### src/shared/msp_pkg.sv
/*
 * Package for the transmit statistics and PHY mode control register group:
 * register indexes, field positions, reset values, LED source codes.
 * Assumes a 16-bit register port with word indexes as addresses.
 */
// Functional notes
// - four 4-bit transmit statistics counters
// - interrupt when any counter reaches 15
// - reading counters clears all four
// - counters saturate at 15, never wrap
// - at most one increment per packet
// - single collision success bumps single count
// - two to sixteen collisions bump multiple count
// - deferred packet bumps deferral count once
// - free memory reset to total size
// - memory reported in 2K units, multiplier one
// - manual mode speed bit sets PHY speed
// - autoneg select ignores speed bit
// - manual mode duplex bit sets PHY duplex
// - autoneg select ignores duplex bit
// - autoneg only when both enable bits set
// - LED select fields route link sources
// - rollover flag set at 15, read clears
package msp_pkg;

    // ------------------------------------------------------------------
    // register indexes
    // ------------------------------------------------------------------
    localparam logic [3:0] IDX_EVENT_CNT = 4'h6;
    localparam logic [3:0] IDX_MEM_INFO  = 4'h8;
    localparam logic [3:0] IDX_RX_PHY    = 4'ha;
    localparam logic [3:0] IDX_STATUS    = 4'hc;
    localparam logic [3:0] IDX_COMMAND   = 4'he;

    // ------------------------------------------------------------------
    // fields
    // ------------------------------------------------------------------
    localparam int CNT_EXC_DEF_LSB = 12;
    localparam int CNT_DEF_LSB     = 8;
    localparam int CNT_MULT_LSB    = 4;
    localparam int CNT_SNGL_LSB    = 0;
    localparam logic [3:0] CNT_MAX = 4'hf;

    localparam int RPC_SPEED_BIT  = 13;
    localparam int RPC_DUPLEX_BIT = 12;
    localparam int RPC_MAC_AUTONEG_SELECT_BIT   = 11;
    localparam int RPC_INDICATOR_OUT_FIRST_LSB   = 5;
    localparam int RPC_INDICATOR_OUT_SECOND_LSB   = 2;
    localparam logic [15:0] RPC_WMASK = 16'h38fc;
    localparam logic [15:0] RPC_RESET = 16'h0000;

    localparam int MEM_FREE_LSB  = 8;
    localparam int MEM_TOTAL_LSB = 0;
    localparam int MEM_UNIT_BYTES = 2048;
    localparam int MEM_MULT       = 1;

    localparam int STA_ROLL_BIT   = 0;
    localparam int CMD_MMU_CLR_BIT = 0;

    // ------------------------------------------------------------------
    // LED source codes
    // ------------------------------------------------------------------
    localparam logic [2:0] LED_ANY_LINK = 3'h0;
    localparam logic [2:0] LED_RSVD     = 3'h1;
    localparam logic [2:0] LED_LINK10   = 3'h2;
    localparam logic [2:0] LED_FULLDUP  = 3'h3;
    localparam logic [2:0] LED_TXRX     = 3'h4;
    localparam logic [2:0] LED_LINK100  = 3'h5;
    localparam logic [2:0] LED_RX       = 3'h6;
    localparam logic [2:0] LED_TX       = 3'h7;

endpackage

### src/logic/msp_event_counter.sv
/*
 * One saturating 4-bit statistics counter with clear-on-read.
 * Assumes inc is already limited to one pulse per packet.
 */
`timescale 1ns/1ps
module msp_event_counter
    import msp_pkg::*;
(
    input  wire logic       core_clk,
    input  wire logic       reset,
    input  wire logic       clkEn,
    input  wire logic       inc,
    input  wire logic       clr,
    output logic [3:0]      count,
    output logic            atMax
);
    logic [3:0] count_r;
    logic [3:0] count_nxt;
    logic [3:0] base;
    // the read returned the old value, so an increment in the same cycle
    // restarts from zero and is kept
    assign base      = clr ? 4'h0 : count_r;
    assign count_nxt = (inc && base != CNT_MAX) ? base + 4'h1 : base;
    assign count     = count_r;
    // looks at the next value: the flag rises with the count, and a
    // clearing read can never leave a stale full count behind it
    assign atMax     = (count_nxt == CNT_MAX);

    always_ff @(posedge core_clk) begin
        if (reset) begin
            count_r <= 4'h0;
        end else if (clkEn) begin
            count_r <= count_nxt;
        end
    end
endmodule

### src/logic/msp_led_select.sv
/*
 * Maps a 3-bit LED select code to one indicator source.
 * Assumes source levels are already synchronised.
 */
`timescale 1ns/1ps
module msp_led_select
    import msp_pkg::*;
(
    input  wire logic [2:0] sel,
    input  wire logic       link10,
    input  wire logic       link100,
    input  wire logic       fullDup,
    input  wire logic       txAct,
    input  wire logic       rxAct,
    output logic            led
);
    always_comb begin
        unique case (sel)
            LED_ANY_LINK: led = link10 | link100;
            LED_RSVD:     led = 1'b0;
            LED_LINK10:   led = link10;
            LED_FULLDUP:  led = fullDup;
            LED_TXRX:     led = txAct | rxAct;
            LED_LINK100:  led = link100;
            LED_RX:       led = rxAct;
            LED_TX:       led = txAct;
        endcase
    end
endmodule

### src/logic/msp_stats_phy_ctrl.sv
/*
 * Transmit statistics counters, buffer memory information and the
 * receive/PHY control register with PHY mode and LED routing.
 * Assumes per-packet transmit outcome pulses from the MAC on core_clk,
 * PHY-side levels from outside that are synchronised here, and a
 * simple register port with read data one cycle after the read strobe.
 */
`timescale 1ns/1ps
module msp_stats_phy_ctrl
    import msp_pkg::*;
#(
    parameter logic [7:0] MEM_SIZE_UNITS = 8'h04
)(
    input  wire logic        core_clk,
    input  wire logic        reset,
    input  wire logic        clkEn,
    // register port
    input  wire logic [3:0]  regAddr,
    input  wire logic [15:0] regWrData,
    input  wire logic        regWrStb,
    input  wire logic        regRdStb,
    output logic [15:0]      regRdData,
    // per-packet transmit outcome, pulse at packet end
    input  wire logic        txPktDone,
    input  wire logic        txSuccess,
    input  wire logic [4:0]  txCollisions,
    input  wire logic        txDeferred,
    input  wire logic        txExcDeferred,
    // buffer manager free page count, in memory units
    input  wire logic [7:0]  memFreeUnits,
    input  wire logic        memFreeValid,
    // PHY side
    input  wire logic        phyAnegEnable,
    input  wire logic        phyCtrlSpeed,
    input  wire logic        phyCtrlDuplex,
    input  wire logic        anegResultSpeed,
    input  wire logic        anegResultDuplex,
    input  wire logic        link10Pin,
    input  wire logic        link100Pin,
    input  wire logic        txActPin,
    input  wire logic        rxActPin,
    output logic             phySpeed100,
    output logic             phyFullDuplex,
    output logic             phyAnegRun,
    output logic             counterRolloverFlag,
    output logic             statsIrq,
    output logic             bufferManagerClearCmd,
    output logic             indicatorOutFirst,
    output logic             indicatorOutSecond
);

    // ------------------------------------------------------------------
    // input synchronisers
    // ------------------------------------------------------------------
    logic [8:0] syncA_r;
    logic [8:0] syncB_r;
    logic [8:0] pinsIn;
    assign pinsIn = {phyAnegEnable, phyCtrlSpeed, phyCtrlDuplex,
                     anegResultSpeed, anegResultDuplex,
                     link10Pin, link100Pin, txActPin, rxActPin};

    always_ff @(posedge core_clk) begin
        if (reset) begin
            syncA_r <= 9'h000;
            syncB_r <= 9'h000;
        end else if (clkEn) begin
            syncA_r <= pinsIn;
            syncB_r <= syncA_r;
        end
    end

    logic phyAnegEn;
    logic phySpdBit;
    logic phyDupBit;
    logic negSpd;
    logic negDup;
    logic lnk10;
    logic lnk100;
    logic txAct;
    logic rxAct;
    assign {phyAnegEn, phySpdBit, phyDupBit, negSpd, negDup,
            lnk10, lnk100, txAct, rxAct} = syncB_r;

    // ------------------------------------------------------------------
    // address decode
    // ------------------------------------------------------------------
    logic selCnt;
    logic selMem;
    logic selRpc;
    logic selSta;
    logic selCmd;
    logic cntRead;
    assign selCnt  = (regAddr == IDX_EVENT_CNT);
    assign selMem  = (regAddr == IDX_MEM_INFO);
    assign selRpc  = (regAddr == IDX_RX_PHY);
    assign selSta  = (regAddr == IDX_STATUS);
    assign selCmd  = (regAddr == IDX_COMMAND);
    assign cntRead = regRdStb && selCnt;

    // ------------------------------------------------------------------
    // statistics counters
    // ------------------------------------------------------------------
    // one pulse per packet end, so each counter moves at most once
    logic incSngl;
    logic incMult;
    logic incDef;
    logic incExc;
    assign incSngl = txPktDone && txSuccess
                     && (txCollisions == 5'd1);
    assign incMult = txPktDone && (txCollisions >= 5'd2)
                     && (txCollisions <= 5'd16);
    assign incDef  = txPktDone && txDeferred;
    assign incExc  = txPktDone && txExcDeferred;

    logic [3:0] cntSngl;
    logic [3:0] cntMult;
    logic [3:0] cntDef;
    logic [3:0] cntExc;
    logic [3:0] atMax;

    msp_event_counter uCntSngl (
        .core_clk (core_clk), .reset (reset), .clkEn (clkEn),
        .inc (incSngl), .clr (cntRead), .count (cntSngl), .atMax (atMax[0]));
    msp_event_counter uCntMult (
        .core_clk (core_clk), .reset (reset), .clkEn (clkEn),
        .inc (incMult), .clr (cntRead), .count (cntMult), .atMax (atMax[1]));
    msp_event_counter uCntDef (
        .core_clk (core_clk), .reset (reset), .clkEn (clkEn),
        .inc (incDef), .clr (cntRead), .count (cntDef), .atMax (atMax[2]));
    msp_event_counter uCntExc (
        .core_clk (core_clk), .reset (reset), .clkEn (clkEn),
        .inc (incExc), .clr (cntRead), .count (cntExc), .atMax (atMax[3]));

    logic [15:0] cntWord;
    assign cntWord = {cntExc, cntDef, cntMult, cntSngl};

    // rollover flag: atMax follows each counter's next value, and the
    // clearing read zeroes them first, so a read always drops the flag
    logic roll_r;
    logic roll_nxt;
    assign roll_nxt = (|atMax) ? 1'b1 : (cntRead ? 1'b0 : roll_r);

    // ------------------------------------------------------------------
    // memory information
    // ------------------------------------------------------------------
    logic [7:0] memFree_r;
    logic       mmuClr_r;
    logic       mmuClrReq;
    logic [15:0] memWord;
    assign mmuClrReq = regWrStb && selCmd && regWrData[CMD_MMU_CLR_BIT];
    // units are 2K bytes times a multiplier of one
    assign memWord = {memFree_r, MEM_SIZE_UNITS};

    // ------------------------------------------------------------------
    // receive/PHY control
    // ------------------------------------------------------------------
    logic [15:0] rpc_r;
    logic        macAneg;
    logic        autoRun;
    logic        spd_nxt;
    logic        dup_nxt;
    assign macAneg = rpc_r[RPC_MAC_AUTONEG_SELECT_BIT];
    assign autoRun = macAneg && phyAnegEn;
    // manual select: register bits rule; otherwise the PHY decides
    assign spd_nxt = !macAneg ? rpc_r[RPC_SPEED_BIT]
                   : (phyAnegEn ? negSpd : phySpdBit);
    assign dup_nxt = !macAneg ? rpc_r[RPC_DUPLEX_BIT]
                   : (phyAnegEn ? negDup : phyDupBit);

    logic indicator_out_first;
    logic indicator_out_second;
    msp_led_select uLedA (
        .sel (rpc_r[RPC_INDICATOR_OUT_FIRST_LSB +: 3]), .link10 (lnk10), .link100 (lnk100),
        .fullDup (phyFullDuplex), .txAct (txAct), .rxAct (rxAct),
        .led (indicator_out_first));
    msp_led_select uLedB (
        .sel (rpc_r[RPC_INDICATOR_OUT_SECOND_LSB +: 3]), .link10 (lnk10), .link100 (lnk100),
        .fullDup (phyFullDuplex), .txAct (txAct), .rxAct (rxAct),
        .led (indicator_out_second));

    // ------------------------------------------------------------------
    // read mux
    // ------------------------------------------------------------------
    logic [15:0] rdMux;
    assign rdMux = selCnt ? cntWord
                 : selMem ? memWord
                 : selRpc ? rpc_r
                 : selSta ? {15'h0000, roll_r}
                 : 16'h0000;

    // ------------------------------------------------------------------
    // registers
    // ------------------------------------------------------------------
    always_ff @(posedge core_clk) begin
        if (reset) begin
            rpc_r     <= RPC_RESET;
            roll_r    <= 1'b0;
            mmuClr_r  <= 1'b0;
            regRdData <= 16'h0000;
        end else if (clkEn) begin
            if (regWrStb && selRpc) begin
                rpc_r <= regWrData & RPC_WMASK;
            end
            roll_r    <= roll_nxt;
            mmuClr_r  <= mmuClrReq;
            // data stand only in the cycle after the strobe
            regRdData <= regRdStb ? rdMux : 16'h0000;
        end
    end

    always_ff @(posedge core_clk) begin
        if (reset) begin
            memFree_r <= MEM_SIZE_UNITS;
        end else if (clkEn) begin
            if (mmuClrReq) begin
                memFree_r <= MEM_SIZE_UNITS;
            end else if (memFreeValid) begin
                memFree_r <= memFreeUnits;
            end
        end
    end

    always_ff @(posedge core_clk) begin
        if (reset) begin
            phySpeed100           <= 1'b0;
            phyFullDuplex         <= 1'b0;
            phyAnegRun            <= 1'b0;
            statsIrq              <= 1'b0;
            bufferManagerClearCmd <= 1'b0;
            indicatorOutFirst     <= 1'b0;
            indicatorOutSecond    <= 1'b0;
        end else if (clkEn) begin
            phySpeed100           <= spd_nxt;
            phyFullDuplex         <= dup_nxt;
            phyAnegRun            <= autoRun;
            statsIrq              <= roll_nxt;
            bufferManagerClearCmd <= mmuClrReq;
            indicatorOutFirst     <= indicator_out_first;
            indicatorOutSecond    <= indicator_out_second;
        end
    end

    assign counterRolloverFlag = roll_r;

endmodule

### config.mk
export PLATFORM = sky130hd
export DESIGN_NAME = msp_stats_phy_ctrl
export DESIGN_NICKNAME = d
export VERILOG_FILES = /design/src/shared/msp_pkg.sv /design/src/logic/msp_event_counter.sv /design/src/logic/msp_led_select.sv /design/src/logic/msp_stats_phy_ctrl.sv
export SDC_FILE = /design/constraint.sdc
export NUM_CORES = 1
export LEC_CHECK = 0
export ABC_CLOCK_PERIOD_IN_PS = 4300
export CAP_MARGIN = 20
export CORE_AREA = 5 5 100 102
export DETAILED_ROUTE_END_ITERATION = 7
export DIE_AREA = 0 0 105 107
export DONT_BUFFER_PORTS = 1
export PLACE_DENSITY = 0.58
export SETUP_SLACK_MARGIN = 0.4
export SLEW_MARGIN = 20
export SYNTH_ARGS = -nofsm -noshare
export SYNTH_HDL_FRONTEND = slang
export SYNTH_SLANG_ARGS = --single-unit
### constraint.sdc
create_clock -name core_clk -period 4.3 [get_ports core_clk]
set_clock_uncertainty 0.2 [all_clocks]
set_input_delay 1.29 -clock core_clk [delete_from_list [all_inputs] [get_ports core_clk]]
set_output_delay 1.29 -clock core_clk [all_outputs]
set_load 0.02 [all_outputs]
==> metrics.log <==
INFO  metric grt_first_pass_wirelength = 13710 um
INFO  metric critical_path_arrival = ~3 ns
INFO  metric netlist_area = approximately 0.0035 mm2
INFO  metric global_route.usage.total = 0.1497
INFO  metric syn-mean-instance-area = 8.662 um2
INFO  metric globalRouteMet3Util = 0.05840
INFO  metric total_die_area = about 0.011 mm2
INFO  metric io_pins = between 70 and 80
INFO  metric crit_path_max_fanout = 13
INFO  metric clock_transition_time_at_the_flip_flop_clock_pins_of_the_worst_setup_and_hold_paths = ~0.080 ns
INFO  metric design.core.area = around 0.009 mm2
INFO  metric critical_path.n_buffers_inverters = 1
INFO  metric synth_warnings = 0
INFO  metric power_density = about 370 mW/mm2
INFO  metric layout.cells.most_common = sky130_fd_sc_hd__dfxtp_1
INFO  metric num-fill-cells = about 910
INFO  metric timing_hold_violations_final = 0
INFO  metric initialDrtViolationCount = around 170
INFO  metric clock_latency = 0.34 ns
INFO  metric post_synth_edffs = 0
INFO  metric routedWlPerCell = ~16 um
INFO  metric pin_count_of_the_biggest_net_entering_global_routing = 75
INFO  metric clkSinkCount = 74
INFO  metric final_wirelength = just over 8000 um
INFO  metric endpoint_kind_of_the_worst_setup_timing_path = register
INFO  metric final.min_clock_period = ~3 ns
INFO  metric synth_cell_type_count = 56
INFO  metric numCtsBuffers = 9
INFO  metric die-height = 107 um
INFO  metric route.detailed.vias_per_inst = between 5 and 6
INFO  metric worst-endpoint-required = 4.30 ns
INFO  metric cts-hold-fix-buffers = 0
INFO  metric ctsResizeCount = 0
INFO  metric crit_type = in -> reg
INFO  metric remaining_drc_errors = 0
INFO  metric root_buffer = sky130_fd_sc_hd__clkbuf_8
INFO  metric multi_input_comb_area = 0.001886 mm2
INFO  metric num_rows = 35
INFO  metric clock_tree_from_tritoncts = done
INFO  metric sequentialPowerShare = 0.512
INFO  metric worst_pin_slew = ~0.92 ns
INFO  metric cellInternalPower = around 1.1 mW
INFO  metric antenna_cells_inserted = 0
INFO  metric whs_endpoint = regRdData[10]
INFO  metric ir_drop = 0.1750 mV
INFO  metric num_vias = about 2800
INFO  metric crit_top_cell = sky130_fd_sc_hd__nor3_1
INFO  metric timing_max_transition_violations_final = 0
INFO  metric route.antenna.remaining_nets = 0
INFO  metric synth-seq-area-share = 0.4233
INFO  metric layout.area.seq = approximately 0.0015 mm2
INFO  metric synthesis.instances = slightly above 400
INFO  metric met1_usage = 0.1971
INFO  metric grt_util_met2 = 0.2275
INFO  metric rrSetupSlack = 2.35 ns
INFO  metric critical_path.startpoint_type = input port
INFO  metric initial_core_util = 0.3879
INFO  metric hold_path_depth = 2
INFO  metric fin_nets = about 440
INFO  metric syn-num-nets = about 460
INFO  metric layout.cells.most_common_list = sky130_fd_sc_hd__dfxtp_1, sky130_fd_sc_hd__nor2_1, sky130_fd_sc_hd__a21oi_1, sky130_fd_sc_hd__nand2_1, sky130_fd_sc_hd__mux2i_1
INFO  metric power.net_switching = between 0.2 and 0.3 mW
INFO  metric flow.area_growth_from_synthesis = 7.723%
INFO  metric status = completed
INFO  metric register_bit_total_from_synthesis = 74
INFO  metric p_sw_frac = 0.2062
INFO  metric worst_path_dominant_cell_family = simple AND/OR/NAND/NOR gates
INFO  metric drive_gt1_frac = 0.07848
INFO  metric cellLeakagePower = between 1 and 1.5 nW
INFO  metric postcts_setup_bufs = 0
INFO  metric die_w = 105 um
INFO  metric worst_path_max_delay_cell = sky130_fd_sc_hd__ha_1
INFO  metric synth_flop_cell = sky130_fd_sc_hd__dfxtp_1
INFO  metric setup_viol = 0
INFO  metric number_of_antenna_violations_at_the_first_check_in_global_routing = 0
INFO  metric input_output_buffers = 0
INFO  metric worstRegToRegCells = 6
INFO  metric regToRegEndpoint = statsIrq
INFO  metric worst_r2r_startpoint = uCntMult.count[0]
INFO  metric finalPower = around 1.4 mW
INFO  metric period_share = 0.7000
INFO  metric rsz0062_at_grt = no
INFO  metric grt_pass1_vias = ~2700
INFO  metric critical_path.max_stage_delay = roughly 0.24 ns
INFO  metric ctsLongestPathBuffers = 2
INFO  metric hold_path_startpoint = memFree_r[2]
INFO  metric worst_setup_path_startpoint = regAddr[2]
INFO  metric min_path_type = reg -> reg
INFO  metric achievable-frequency = 332.2 MHz
INFO  metric cts_max_level = 3
INFO  metric ys_async_sr_fraction = 0
INFO  metric timing.max_slew.rel_slack = 0.3850
INFO  metric drv_cap = 0
INFO  metric totalNegativeSetupSlack = 0 ns
INFO  metric clock_share_of_power = 0.446
INFO  metric detailedPlacementHpwl = between 5000 and 6000 um
INFO  metric gp_congestion = 0.8133
INFO  metric timing.critical_path.cells = nor2b_1, nand3_1, buf_4, and2_1, ha_1, and3_1, nor3_1, nor3_1, o211ai_1, o311ai_2
INFO  metric globalRoute.busiestLayer = met2
INFO  metric drt_first_pass_iters = 4
INFO  metric pwr-share-comb = 0.042
INFO  metric globalRouteOverflowTotal = 0
## sequential cells by signal, summed over array words and instances, names as in the netlist
signal	flops
bufferManagerClearCmd	1
indicatorOutFirst	1
indicatorOutSecond	1
memFree_r	8
phyAnegRun	1
phyFullDuplex	1
phySpeed100	1
regRdData	16
rpc_r	9
statsIrq	1
syncA_r	9
syncB_r	9
uCntDef.count	4
uCntExc.count	4
uCntMult.count	4
uCntSngl.count	4
## synthesized netlist by cell type (all sizes together) (3+ instances only)
library cell / instances / area [um2]
a211oi: 8 / 60.06
a21o: 3 / 22.52
a21oi: 43 / 215.2
a22oi: 7 / 52.55
a2bb2oi: 9 / 78.83
a31oi: 9 / 56.30
a32oi: 3 / 26.28
and2: 6 / 37.54
and3: 7 / 48.80
buf: 10 / 62.56
clkbuf: 17 / 63.81
dfxtp: 74 / 1481
inv: 3 / 11.26
mux2: 4 / 48.79
mux2i: 36 / 360.4
nand2: 42 / 157.7
nand2b: 5 / 31.28
nand3: 7 / 35.03
nand4b: 3 / 26.28
nor2: 52 / 197.7
nor2b: 4 / 32.53
nor3: 8 / 45.04
o211ai: 6 / 45.04
o21a: 3 / 22.52
o21ai: 8 / 43.79
or3: 3 / 18.77
## how the worst max path moves through the flow
| stage | endpoint | cells past startpoint |
|---|---|---|
| 6_report | statsIrq | 10 |
| 5_1_grt | statsIrq | 10 |
| 4_1_cts | statsIrq | 10 |
| 2_1_floorplan | statsIrq | 11 |
| 3_3_place_gp | statsIrq | 10 |
| 3_5_place_dp | statsIrq | 10 |
## cell type report
type | instances | area share
Clock buffer | 12 | 0.04381
Clock inverter | 4 | 0.01925
Inverter | 3 | 0.002987
Multi-Input combinational cell | 300 | 0.5002
Sequential cell | 74 | 0.3930
Tap cell | 111 | 0.03684
Timing Repair Buffer | 2 | 0.003983
## power by group through the flow
stage | clock network (mW) | registers [mW] | logic [mW]
after detailed placement | 0 | 0.728 | 0.0596
after global routing | 0.680 | 0.714 | 0.0674
after global placement | 0 | 0.728 | 0.0585
after floorplan | 0 | 0.724 | 0.0726
final | 0.620 | 0.712 | 0.0589
after CTS | 0.641 | 0.712 | 0.0601
## kinds of logic (layout without fill, tap and decap cells)
kind of cell    count (synthesis)  count (layout)  share of synthesized area
fa+ha+maj                       2               2                   0.007149
flops                          74              74                     0.4233
mux                            40              40                     0.1169
buf+inv                        30              21                    0.03933
simple gates                  145             145                     0.1977
compound gates                113             113                     0.2156
## per-layer routing
metal / vias to the layer above / routed length, um
met3: 8 / 621
met5: - / 0
met4: 0 / 91
met2: 80 / 3855
met1: 1320 / 3638
li1: 1441 / -
## metrics by stage
| step | area [um2] | setup WS [ns] | utilization | cells | hold slack, ns |
|---|---|---|---|---|---|
| floorplan | 3500 | 0.9725 | - | 404 | 0.2268 |
| global placement | 3532 | 0.9618 | 0.3915 | 490 | 0.2479 |
| detailed placement | 3532 | 0.9464 | 0.3915 | 490 | 0.2514 |
| CTS | 3770 | 1.301 | 0.4179 | 506 | 0.2631 |
| global route | 3770 | 1.161 | 0.4179 | 506 | 0.2781 |
| finish | 3770 | 1.290 | 0.4179 | 506 | 0.2595 |
## worst register-to-register path, delay by kind of cell (launching register included)
family | cells | cell delay (ns)
adders and majority gates | 1 | 0.25
DFF | 1 | 0.40
and+or+nand+nor | 2 | 0.32
AOI/OAI and AO/OA | 3 | 0.69
Power figures use the tool's default switching activity.
